$ cat src/core/tm2_pkg.sv
/*
 * Constants for the third timer/counter block: register offsets,
 * control bit positions, reset values and machine-cycle counts.
 * Assumes a 32-bit AHB-Lite register bus and one 100 MHz clock.
 */
// Operation
// [RULE_01] Overflow sets control bit 7; it stays until software clears it.
// [RULE_02] No overflow flag while either serial clock select is set.
// [RULE_03] Trigger falling edge causing capture or reload sets bit 6 if enabled.
// [RULE_04] External flag requests timer interrupt when enabled; software clears it.
// [RULE_05] External flag raises no interrupt while down-count enable is set.
// [RULE_06] Bit 5 picks this timer's overflow as receive clock, else timer 1.
// [RULE_07] Bit 4 picks this timer's overflow as transmit clock, else timer 1.
// [RULE_08] Timer mode counts oscillator divided by 6 or by 12.
// [RULE_09] Counter mode steps on each falling edge of the count input.
// [RULE_10] Capture mode with trigger enable copies the counter on trigger edges.
// [RULE_11] Reload mode reloads on overflow and on enabled trigger edges.
// [RULE_12] Serial clock selects force reload on overflow, ignoring capture select.
// [RULE_13] Down-count enable makes the timer an up/down counter.
// [RULE_14] Counts only while run control bit 2 is set; else holds.
// [RULE_15] Trigger enable bit 3 clear blocks capture, reload and external flag.
`default_nettype none

package tm2_pkg;

   // -------------------------------------------------------------
   // Register byte offsets
   // -------------------------------------------------------------
   localparam logic [7:0] OFS_CONTROL = 8'hc8;
   localparam logic [7:0] OFS_COUNT = 8'hcc;
   localparam logic [7:0] OFS_RELOAD = 8'hd0;
   localparam logic [7:0] OFS_CAPTURE = 8'hd4;
   localparam logic [7:0] OFS_MODE = 8'hd8;
   localparam logic [7:0] OFS_IRQ_STATUS = 8'hdc;
   localparam logic [7:0] OFS_IRQ_MASK = 8'he0;

   // -------------------------------------------------------------
   // Control register bit positions
   // -------------------------------------------------------------
   localparam int BIT_CRL = 0;
   localparam int BIT_TCS = 1;
   localparam int BIT_RUN = 2;
   localparam int BIT_EXEN = 3;
   localparam int BIT_TX_SEL = 4;
   localparam int BIT_RX_SEL = 5;
   localparam int BIT_EXF = 6;
   localparam int BIT_OVF = 7;
   localparam logic [7:0] CONTROL_RESET = 8'h00;

   // Mode register bits
   localparam int BIT_DOWN_EN = 0;
   localparam int BIT_SIX_CLK = 1;
   localparam int BIT_TIMER_IE = 2;
   localparam logic [2:0] MODE_RESET = 3'h0;

   // Interrupt status and mask bits
   localparam int IRQ_OVERFLOW = 0;
   localparam int IRQ_TRIGGER = 1;
   localparam int IRQ_BITS = 2;

   // -------------------------------------------------------------
   // Machine cycle lengths in oscillator clocks
   // -------------------------------------------------------------
   localparam logic [3:0] CLKS_SIX_MODE = 4'h6;
   localparam logic [3:0] CLKS_TWELVE_MODE = 4'hc;

   // AHB transfer types
   localparam logic [1:0] HTRANS_NONSEQ = 2'h2;

endpackage : tm2_pkg

`default_nettype wire

$ cat src/core/tm2_fall_det.sv
/*
 * Falling edge detector for a group of pin inputs.
 * Assumes the inputs are already synchronous to clk.
 */
`default_nettype none

module tm2_fall_det #(
   parameter int N = 2
) (
   // Clock and reset
   input wire logic clk,
   input wire logic rst,
   // Pins and edges
   input wire logic [N-1:0] pin,
   output logic [N-1:0] fall
);

   logic [N-1:0] prev;

   // -------------------------------------------------------------
   // One history flop per pin
   // -------------------------------------------------------------
   genvar i;
   generate
      for (i = 0; i < N; i++)
      begin : g_bit
         always_ff @(posedge clk or posedge rst)
         begin
            if (rst)
               prev[i] <= 1'b1;
            else
               prev[i] <= pin[i];
         end
         assign fall[i] = prev[i] & ~pin[i];
      end
   endgenerate

endmodule // tm2_fall_det

`default_nettype wire

$ cat src/core/tm2_ctrl.sv
/*
 * Third timer/counter with capture, auto-reload, up/down count and
 * serial baud clock selection, behind an AHB-Lite register slave.
 * Assumes clk is the device oscillator and that pins are synchronous.
 */
`default_nettype none

module tm2_ctrl #(
   parameter int WIDTH = 16
) (
   // Clock and reset
   input wire logic clk,
   input wire logic rst,
   // AHB-Lite slave
   input wire logic hsel,
   input wire logic [31:0] haddr,
   input wire logic [1:0] htrans,
   input wire logic hwrite,
   input wire logic [2:0] hsize,
   input wire logic [31:0] hwdata,
   input wire logic hready,
   output logic hreadyout,
   output logic hresp,
   output logic [31:0] hrdata,
   // Timer pins
   input wire logic count_pin,
   input wire logic external_trigger_pin,
   // Serial port baud clocks
   input wire logic timer1_overflow,
   output logic rx_baud_tick,
   output logic tx_baud_tick,
   // Interrupts
   output logic timer_irq_req,
   output logic irq
);

   import tm2_pkg::*;

   localparam logic [WIDTH-1:0] CNT_MAX = '1;

   // -------------------------------------------------------------
   // State
   // -------------------------------------------------------------
   logic [7:0] third_timer_control;
   logic [2:0] mode;
   logic [WIDTH-1:0] counter;
   logic [WIDTH-1:0] reload;
   logic [WIDTH-1:0] capture;
   logic [IRQ_BITS-1:0] irq_status;
   logic [IRQ_BITS-1:0] irq_mask;
   logic [3:0] prescale;

   // Bus pipeline
   logic wr_pend;
   logic rd_pend;
   logic [7:0] dp_addr;
   logic bus_take;

   // Decoded writes and status read
   logic wr_control;
   logic wr_count;
   logic wr_reload;
   logic wr_mode;
   logic wr_mask;
   logic rd_status_done;

   // Fields
   logic capture_reload_select;
   logic timer_counter_select;
   logic run_control;
   logic external_trigger_enable;
   logic transmit_clock_select;
   logic receive_clock_select;
   logic down_count_enable;
   logic six_clock_mode;
   logic timer_int_enable;
   logic baud_mode;

   // Events
   logic [1:0] pin_fall;
   logic count_fall;
   logic trig_fall;
   logic mc_tick;
   logic step;
   logic dir_up;
   logic ovf_up;
   logic unf_down;
   logic ovf_event;
   logic capture_ev;
   logic reload_ev;
   logic overflow_flag_set;
   logic external_flag_set;
   logic [3:0] mc_last;
   logic [WIDTH-1:0] next_counter;
   logic [31:0] next_rdata;

   assign capture_reload_select = third_timer_control[BIT_CRL];
   assign timer_counter_select = third_timer_control[BIT_TCS];
   assign run_control = third_timer_control[BIT_RUN];
   assign external_trigger_enable = third_timer_control[BIT_EXEN];
   assign transmit_clock_select = third_timer_control[BIT_TX_SEL];
   assign receive_clock_select = third_timer_control[BIT_RX_SEL];
   assign down_count_enable = mode[BIT_DOWN_EN];
   assign six_clock_mode = mode[BIT_SIX_CLK];
   assign timer_int_enable = mode[BIT_TIMER_IE];
   assign baud_mode = receive_clock_select | transmit_clock_select;

   // -------------------------------------------------------------
   // Pin edges
   // -------------------------------------------------------------
   tm2_fall_det #(
      .N(2)
   ) u_fall (
      .clk(clk),
      .rst(rst),
      .pin({external_trigger_pin, count_pin}),
      .fall(pin_fall)
   );

   assign count_fall = pin_fall[0];
   assign trig_fall = pin_fall[1];

   // -------------------------------------------------------------
   // Machine cycle prescaler
   // -------------------------------------------------------------
   assign mc_last = (six_clock_mode ? CLKS_SIX_MODE : CLKS_TWELVE_MODE) - 4'h1;
   assign mc_tick = (prescale >= mc_last); // [RULE_08]

   always_ff @(posedge clk or posedge rst)
   begin
      if (rst)
         prescale <= 4'h0;
      else if (mc_tick)
         prescale <= 4'h0;
      else
         prescale <= prescale + 4'h1;
   end

   // -------------------------------------------------------------
   // Count events
   // -------------------------------------------------------------
   // Stopped timer ignores both tick sources
   assign step = run_control & (timer_counter_select ? count_fall : mc_tick); // [RULE_14] [RULE_09] [RULE_08]

   // Up/down only in plain reload use; trigger pin level sets direction
   assign dir_up = ~down_count_enable | baud_mode | capture_reload_select
                   | external_trigger_pin; // [RULE_13]
   assign ovf_up = step & dir_up & (counter == CNT_MAX);
   assign unf_down = step & ~dir_up & (counter == reload); // [RULE_13]
   assign ovf_event = ovf_up | unf_down;

   // Trigger edges are dead with the enable clear or the counter in baud use
   assign capture_ev = trig_fall & external_trigger_enable & capture_reload_select
                       & ~baud_mode; // [RULE_10] [RULE_15]
   assign reload_ev = trig_fall & external_trigger_enable & ~capture_reload_select
                      & ~baud_mode & ~down_count_enable; // [RULE_11] [RULE_15]

   assign overflow_flag_set = ovf_event & ~baud_mode; // [RULE_01] [RULE_02]
   assign external_flag_set = capture_ev | reload_ev; // [RULE_03]

   always_comb
   begin
      next_counter = counter;
      if (reload_ev)
         next_counter = reload; // [RULE_11]
      else if (ovf_up)
      begin
         if (baud_mode || !capture_reload_select)
            next_counter = reload; // [RULE_11] [RULE_12]
         else
            next_counter = '0;
      end
      else if (unf_down)
         next_counter = CNT_MAX;
      else if (step)
      begin
         if (dir_up)
            next_counter = counter + 1'b1;
         else
            next_counter = counter - 1'b1;
      end
   end

   always_ff @(posedge clk or posedge rst)
   begin
      if (rst)
         counter <= '0;
      else if (wr_count)
         counter <= hwdata[WIDTH-1:0];
      else
         counter <= next_counter;
   end

   always_ff @(posedge clk or posedge rst)
   begin
      if (rst)
         capture <= '0;
      else if (capture_ev)
         capture <= counter; // [RULE_10]
   end

   always_ff @(posedge clk or posedge rst)
   begin
      if (rst)
         reload <= '0;
      else if (wr_reload)
         reload <= hwdata[WIDTH-1:0];
   end

   // -------------------------------------------------------------
   // Control register
   // -------------------------------------------------------------
   // Hardware set wins over a software clear in the same cycle
   always_ff @(posedge clk or posedge rst)
   begin
      if (rst)
         third_timer_control <= CONTROL_RESET;
      else
      begin
         if (wr_control)
            third_timer_control <= hwdata[7:0];
         if (overflow_flag_set)
            third_timer_control[BIT_OVF] <= 1'b1; // [RULE_01]
         if (external_flag_set)
            third_timer_control[BIT_EXF] <= 1'b1; // [RULE_03] [RULE_04]
      end
   end

   always_ff @(posedge clk or posedge rst)
   begin
      if (rst)
         mode <= MODE_RESET;
      else if (wr_mode)
         mode <= hwdata[2:0];
   end

   // -------------------------------------------------------------
   // Baud clock routing
   // -------------------------------------------------------------
   // Overflow pulses run to the port even while the flag is held off
   assign rx_baud_tick = receive_clock_select ? ovf_event : timer1_overflow; // [RULE_06]
   assign tx_baud_tick = transmit_clock_select ? ovf_event : timer1_overflow; // [RULE_07]

   // -------------------------------------------------------------
   // Interrupts
   // -------------------------------------------------------------
   assign timer_irq_req = timer_int_enable
                          & (third_timer_control[BIT_OVF]
                             | (third_timer_control[BIT_EXF] & ~down_count_enable)); // [RULE_04] [RULE_05]

   always_ff @(posedge clk or posedge rst)
   begin
      if (rst)
         irq_status <= '0;
      else
      begin
         if (rd_status_done)
            irq_status <= '0;
         if (ovf_event)
            irq_status[IRQ_OVERFLOW] <= 1'b1;
         if (external_flag_set)
            irq_status[IRQ_TRIGGER] <= 1'b1;
      end
   end

   always_ff @(posedge clk or posedge rst)
   begin
      if (rst)
         irq_mask <= '0;
      else if (wr_mask)
         irq_mask <= hwdata[IRQ_BITS-1:0];
   end

   assign irq = |(irq_status & irq_mask);

   // -------------------------------------------------------------
   // AHB-Lite slave
   // -------------------------------------------------------------
   // Reads take one wait state so that read data always come from a flop
   // and see a write made in the cycle before.
   assign bus_take = hsel & hready & (htrans == HTRANS_NONSEQ);
   assign hreadyout = ~rd_pend;
   assign hresp = 1'b0;

   always_ff @(posedge clk or posedge rst)
   begin
      if (rst)
      begin
         wr_pend <= 1'b0;
         rd_pend <= 1'b0;
         dp_addr <= 8'h00;
      end
      else
      begin
         if (rd_pend)
            rd_pend <= 1'b0;
         else if (hready)
         begin
            wr_pend <= bus_take & hwrite;
            rd_pend <= bus_take & ~hwrite;
         end
         if (bus_take)
            dp_addr <= haddr[7:0];
      end
   end

   // Upper address bits are not decoded, so the register set
   // repeats every 256 bytes across the slave's window

   assign wr_control = wr_pend & (dp_addr == OFS_CONTROL);
   assign wr_count = wr_pend & (dp_addr == OFS_COUNT);
   assign wr_reload = wr_pend & (dp_addr == OFS_RELOAD);
   assign wr_mode = wr_pend & (dp_addr == OFS_MODE);
   assign wr_mask = wr_pend & (dp_addr == OFS_IRQ_MASK);
   assign rd_status_done = rd_pend & (dp_addr == OFS_IRQ_STATUS);

   always_comb
   begin
      next_rdata = 32'h0000_0000;
      unique case (dp_addr)
         OFS_CONTROL: next_rdata[7:0] = third_timer_control;
         OFS_COUNT: next_rdata[WIDTH-1:0] = counter;
         OFS_RELOAD: next_rdata[WIDTH-1:0] = reload;
         OFS_CAPTURE: next_rdata[WIDTH-1:0] = capture;
         OFS_MODE: next_rdata[2:0] = mode;
         OFS_IRQ_STATUS: next_rdata[IRQ_BITS-1:0] = irq_status;
         OFS_IRQ_MASK: next_rdata[IRQ_BITS-1:0] = irq_mask;
         default: next_rdata = 32'h0000_0000;
      endcase
   end

   always_ff @(posedge clk or posedge rst)
   begin
      if (rst)
         hrdata <= 32'h0000_0000;
      else if (rd_pend)
         hrdata <= next_rdata;
   end

endmodule // tm2_ctrl

`default_nettype wire

$ cat config.mk
export PLATFORM = sky130hd
export DESIGN_NAME = tm2_ctrl
export DESIGN_NICKNAME = d
export VERILOG_FILES = /design/src/core/tm2_pkg.sv /design/src/core/tm2_fall_det.sv /design/src/core/tm2_ctrl.sv
export SDC_FILE = /design/constraint.sdc
export NUM_CORES = 1
export LEC_CHECK = 0
export BUFFER_PORTS_ARGS = -buffer_cell sky130_fd_sc_hd__buf_2
export CAP_MARGIN = 25
export CORE_ASPECT_RATIO = 0.6
export CORE_MARGIN = 3
export CORE_UTILIZATION = 60
export CTS_CLUSTER_DIAMETER = 120
export DETAILED_ROUTE_END_ITERATION = 10
export PLACE_DENSITY_LB_ADDON = 0.1
export SYNTH_ARGS = -nofsm -noshare
export SYNTH_HDL_FRONTEND = slang
export SYNTH_SLANG_ARGS = --single-unit
$ cat constraint.sdc
create_clock -name clk -period 9.8 [get_ports clk]
set_clock_uncertainty 0.05 [all_clocks]
set_input_delay 2.45 -clock clk [delete_from_list [all_inputs] [get_ports clk]]
set_output_delay 2.45 -clock clk [all_outputs]
set_load 0.01 [all_outputs]
Word-level counts from Yosys, hierarchy flattened

Cells that the tools add are included.

Equal/unequal tests: 10
Bitwise logic cells: 42
$lt $le $gt $ge: 1
Muxes and demuxes: 24
Reductions and logical operators: 9
$add $sub $neg: 4

Operators with widths:

| operator                                                             | number |
|---|---|
| 16-bit two-way mux                                                   | 7 |
| 8-bit equality test, second input constant                           | 7 |
| 1-bit AND                                                            | 26 |
| 8-bit one-hot mux with 3 select lines                                | 1 |
| 5-bit one-hot mux with 4 select lines                                | 1 |
| 16-bit by 1-bit adder with 16-bit output, second input constant      | 1 |
| 16-bit equality test                                                 | 1 |
| 16-bit equality test, second input constant                          | 1 |
| 16-bit by 1-bit subtractor with 16-bit output, second input constant | 1 |
| 2-bit one-hot mux with 7 select lines                                | 1 |
| 1-bit two-way mux                                                    | 9 |
| 4-bit two-way mux                                                    | 2 |
| 8-bit two-way mux                                                    | 1 |
| 1-bit inverter                                                       | 8 |
| 2-bit nonzero test                                                   | 4 |
| 1-bit bitwise OR                                                     | 7 |
| 1-bit one-hot mux with 5 select lines                                | 1 |
| 5-bit nonzero test                                                   | 1 |
| 4-bit by 1-bit adder with 4-bit output, second input constant        | 1 |
| 4-bit greater-or-equal comparator                                    | 1 |
| 4-bit by 1-bit subtractor with 4-bit output, second input constant   | 1 |
| 2-bit AND                                                            | 1 |
| 2-bit equality test, second input constant                           | 1 |
| 2-bit two-way mux                                                    | 1 |
| other kinds (4)                                                      | 4 |

Output and inout bits: 38
Input bits: 77
Flip-flop bits (word level): 95
Word-level logic and storage cells: 107

Depth between registers and ports, before layout

Word-level depth: 11
Mapped depth: 12
Gate-level depth less buffers: 11

By module

A second synthesis with hierarchy kept.

Cells, all modules: 616
Area, all modules: 5988.2 um^2

Modules (own cells, without submodules):

| module       | cells each | seq. area each (um^2) | instances | area each (um^2) |
|---|---|---|---|---|
| tm2_ctrl     | 611        | 2327.2                | 1         | 5904.4 |
| tm2_fall_det | 5          | 52.6                  | 1         | 83.8 |

Least setup slack after synthesis

Ideal clock, no wire load.

Kind: input to output
From: input port count_pin
To: output port rx_baud_tick
Slack: 3514 ps
Data arrival time: 3786 ps
Data required time: 7300 ps
Stages: 7
Cells stage by stage: nand2b_1 > a21boi_0 > and2_1 > clkbuf_1 > buf_1 > nand3_1 > o21ai_0

Word-level cells in the longest chain between the ends: 8
Elaborated cells on any way between the ends: 10

RTL lines:

| element                                   | RTL line                         | text |
|---|---|---|
| start: declaration                        | tm2_ctrl.sv:26                   | `input wire logic count_pin,` |
| 1-bit inverter *                          | tm2_fall_det.sv:34               | `assign fall[i] = prev[i] & ~pin[i];` |
| 1-bit AND *                               | tm2_fall_det.sv:34               |  |
| 1-bit two-way mux *                       | tm2_ctrl.sv:143                  | `assign step = run_control & (timer_counter_select ? count_fall : mc_tick);` |
| 1-bit AND *                               | tm2_ctrl.sv:143                  |  |
| 1-bit AND (on tied branches) (2 in a row) | tm2_ctrl.sv:148, tm2_ctrl.sv:149 |  |
| 1-bit bitwise OR *                        | tm2_ctrl.sv:150                  | `assign ovf_event = ovf_up \| unf_down;` |
| 1-bit two-way mux *                       | tm2_ctrl.sv:241                  | `assign rx_baud_tick = receive_clock_select ? ovf_event : timer1_overflow;` |
| end: declaration                          | tm2_ctrl.sv:30                   | `output logic rx_baud_tick,` |

Mark *: on every way between the ends. The rest lies on a longest branch, timed or not.

Final worst setup path

From: input port external_trigger_pin
To: output port rx_baud_tick

Word-level cells in the longest chain between the ends: 6
Elaborated cells on any way between the ends: 8

RTL lines:

| element                | RTL line        | text |
|---|---|---|
| start: declaration     | tm2_ctrl.sv:27  | `input wire logic external_trigger_pin,` |
| 1-bit bitwise OR *     | tm2_ctrl.sv:147 | `\| external_trigger_pin;` |
| 1-bit inverter         | tm2_ctrl.sv:149 | `assign unf_down = step & ~dir_up & (counter == reload);` |
| 1-bit AND (2 in a row) | tm2_ctrl.sv:149 |  |
| 1-bit bitwise OR *     | tm2_ctrl.sv:150 |  |
| 1-bit two-way mux *    | tm2_ctrl.sv:241 |  |

Marked as above.

==> flow_metrics.tcl <==
set metrics [dict create \
    synth_seq_area_share_pct 40.8 \
    cts_tree "done" \
    p_leak_nw 2.96 \
    crit_end "rx_baud_tick" \
    placed_area_um2 6120 \
    slowest_delay_ps 530 \
    gr-total-overflow 0 \
    via_per_inst 6.48 \
    maxCapViolCount 0 \
    clock_tree.root_cell "clkbuf_16" \
    globalplace.congestion 0.968 \
    grt_use_met3_pct 9.08 \
    ctsHoldBuffers 0 \
    crit_slowest_cell "or3b_1" \
    crit_top_cell "buf_2" \
    status "finished clean" \
    synth_ff_type "dfrtp_1" \
    rsz0062_at_grt "no" \
    grt_start_max_net_pins 53 \
    vdd_ir_drop_max_v 0.000141 \
    cts_buffer_depth 2 \
    slew_headroom_pct 31.7 \
    hold_path_class "flop to flop" \
    portBuffers 54 \
    std_cell_rows 27 \
    reg2reg_slack_ps 5880 \
    drtIter0Drc 502 \
    setup-violations-final 0 \
    hold_viol 0 \
    holdPathStages 1 \
    nets 725 \
    cts_setup_buffers 0 \
    synth_area_leader_cell "dfrtp_1" \
    initial_core_util_pct 62.6 \
    worst_pin_slew_ps 1020 \
    area_growth_pct 10.4 \
    stdcell_area_um2 6440 \
    dr.pass1.iters 5 \
    ioPinCount 115 \
    synth_area_per_cell_um2 9.90 \
    die_area_um2 11000 \
    period_share_pct 69.6 \
    grt_pass1_vias 4563 \
    cp_cell_sequence "buf_2 > or3b_1 > inv_6 > nand4_4 > o21ai_2 > nand3_1 > o21ai_0 > buf_2" \
    ctsHtreeMaxLevel 3 \
    drv_slew 0 \
    n_fill_cell 723 \
    n_antenna_cell 0 \
    synth_cells 589 \
    grt.busiest_layer "met1" \
    worstPathMaxFanout 18 \
    coreArea_um2 9320 \
    grt.met1_usage_pct 45.7 \
    layout-drive-gt1-share_pct 24.0 \
    async_reset_ff_share_pct 100 \
    drc 0 \
    vias 4954 \
    ff2ff_path_depth 11 \
    grt_util_met2_pct 42.6 \
    powerDensity_nw_per_um2 207 \
    setup_tns_ps 0 \
    synth.top_cells.by_count "93 x dfrtp_1, 59 x mux2_2, 53 x nor2_1" \
    cts_inserted_buffers 9 \
    post_cts_resized 0 \
    drtAntennaViolNets 0 \
    worst_setup_path_end_kind "primary output" \
    crit_arrival_ps 4320 \
    die_y_um 82.4 \
    worstSetupPathType "input port to primary output" \
    post-dp-hpwl_um 11600 \
    synthTopCellsByArea "dfrtp_1 40%, mux2_2 11%, ha_1 3.9%" \
    holdCritStartpoint "hrdata[5]" \
    cts_sinks 95 \
    synth_area_um2 5830 \
    grt_pass1_wl_um 25400 \
    r2r-start "third_timer_control[5]" \
    die_x_um 133 \
    wire_per_inst_um 21.2 \
    startpoint "external_trigger_pin" \
    synth.most_common_cell "dfrtp_1" \
    synth-seq-cells 95 \
    startpoint_type "input port" \
    crit_required_ps 7300 \
    fmax_mhz 147 \
    synth.top_cell.area_share_pct 39.9 \
    antenna_found_initial 0 \
    clk_latency_ps 350 \
    path_clk_slew_ps 70 \
    r2r-end "counter[15]" \
    synth-edff-count 0 \
    track_usage_pct 30.3 \
    wl_um 16200 \
    yosysUniqueCellTypes 68 \
    fin_crit_ps 6820 \
    yosysWarnings 0 \
]
## logic make-up after synthesis
group / count (synthesis) / share of synthesized area [%]
xor+xnor: 28 / 4.20
flops: 95 / 40.8
compound gates: 137 / 16.3
mux: 68 / 13.4
simple gates: 184 / 16.0
fa+ha+maj: 19 / 4.20
buf+inv: 57 / 5.13
other cells: 1 / 0.0643
## worst max-delay path, delay by kind of cell
| kind | cells | cell delay, ps |
|---|---|---|
| AO/OA/AOI/OAI | 2 | 580 |
| buffers and inverters | 3 | 490 |
| AND/OR/NAND/NOR | 3 | 780 |
## worst min path at each step
stage,to,slack (ps)
2_1_floorplan,prescale[0],400
3_3_place_gp,hrdata[5],420
3_5_place_dp,hrdata[5],420
4_1_cts,hrdata[5],440
5_1_grt,hrdata[3],460
6_report,hrdata[5],440
## sequential cells by signal, summed over array words and instances (netlist names)
name	cells
third_timer_control	8
prescale	4
wr_pend	1
irq_status	2
mode	3
irq_mask	2
rd_pend	1
counter	16
u_fall.prev	2
capture	16
dp_addr	8
reload	16
hrdata	16
## cell type report
cell class / instances / area [µm²] / share of cell area (%)
multi-input combinational: 453 / 3220 / 50.0
sequential: 95 / 2380 / 37.0
timing repair buffer: 60 / 315 / 4.90
clock buffer: 10 / 229 / 3.56
tap: 130 / 163 / 2.53
clock inverter: 6 / 90.1 / 1.40
inverter: 10 / 43.8 / 0.680
## per-layer routing
metal | routed length [µm] | part of all wire (%)
met1 | 7420 | 46
met2 | 6440 | 40
met3 | 1990 | 12
met4 | 343 | 2.1
met5 | 0 | 0
## stage by stage
step,utilization (%),instances,total power [mW],setup slack (ps),hold slack [ps]
after floorplan,-,605,0.831,3510,404
after global routing,69.1,764,1.40,2860,465
after global placement,65.6,748,0.926,3080,420
after detailed placement,65.6,748,0.941,2990,418
final,69.1,764,1.33,2980,440
after CTS,69.1,764,1.33,2990,441
## power breakdown
| group | total, mW | internal, mW | switching [mW] |
|---|---|---|---|
| Combinational | 0.368 | 0.176 | 0.192 |
| Sequential | 0.582 | 0.461 | 0.121 |
| Clock | 0.384 | 0.225 | 0.158 |
## cells in the final DEF (no fill, tap or decap), types with 4 or more instances in the layout
| cell | n |
|---|---|
| dfrtp_1 | 93 |
| mux2_2 | 59 |
| buf_2 | 54 |
| nor2_1 | 53 |
| nand2_1 | 47 |
| a21oi_1 | 37 |
| nand3_1 | 28 |
| xor2_1 | 21 |
| a221oi_1 | 20 |
| o21ai_0 | 19 |
| ha_1 | 18 |
| conb_1 | 17 |
| o211ai_1 | 9 |
| clkbuf_16 | 9 |
| nand4_1 | 8 |
| xnor2_1 | 7 |
| mux2i_1 | 7 |
| inv_1 | 7 |
| a21o_1 | 7 |
| o2bb2ai_1 | 7 |
| nor2b_1 | 6 |
| buf_4 | 6 |
| nor4_1 | 5 |
| nand3b_1 | 5 |
| nor3_1 | 5 |
| a211o_1 | 4 |
| and3_1 | 4 |
| a22oi_1 | 4 |
No activity file was read; power rests on OpenSTA's default activity.
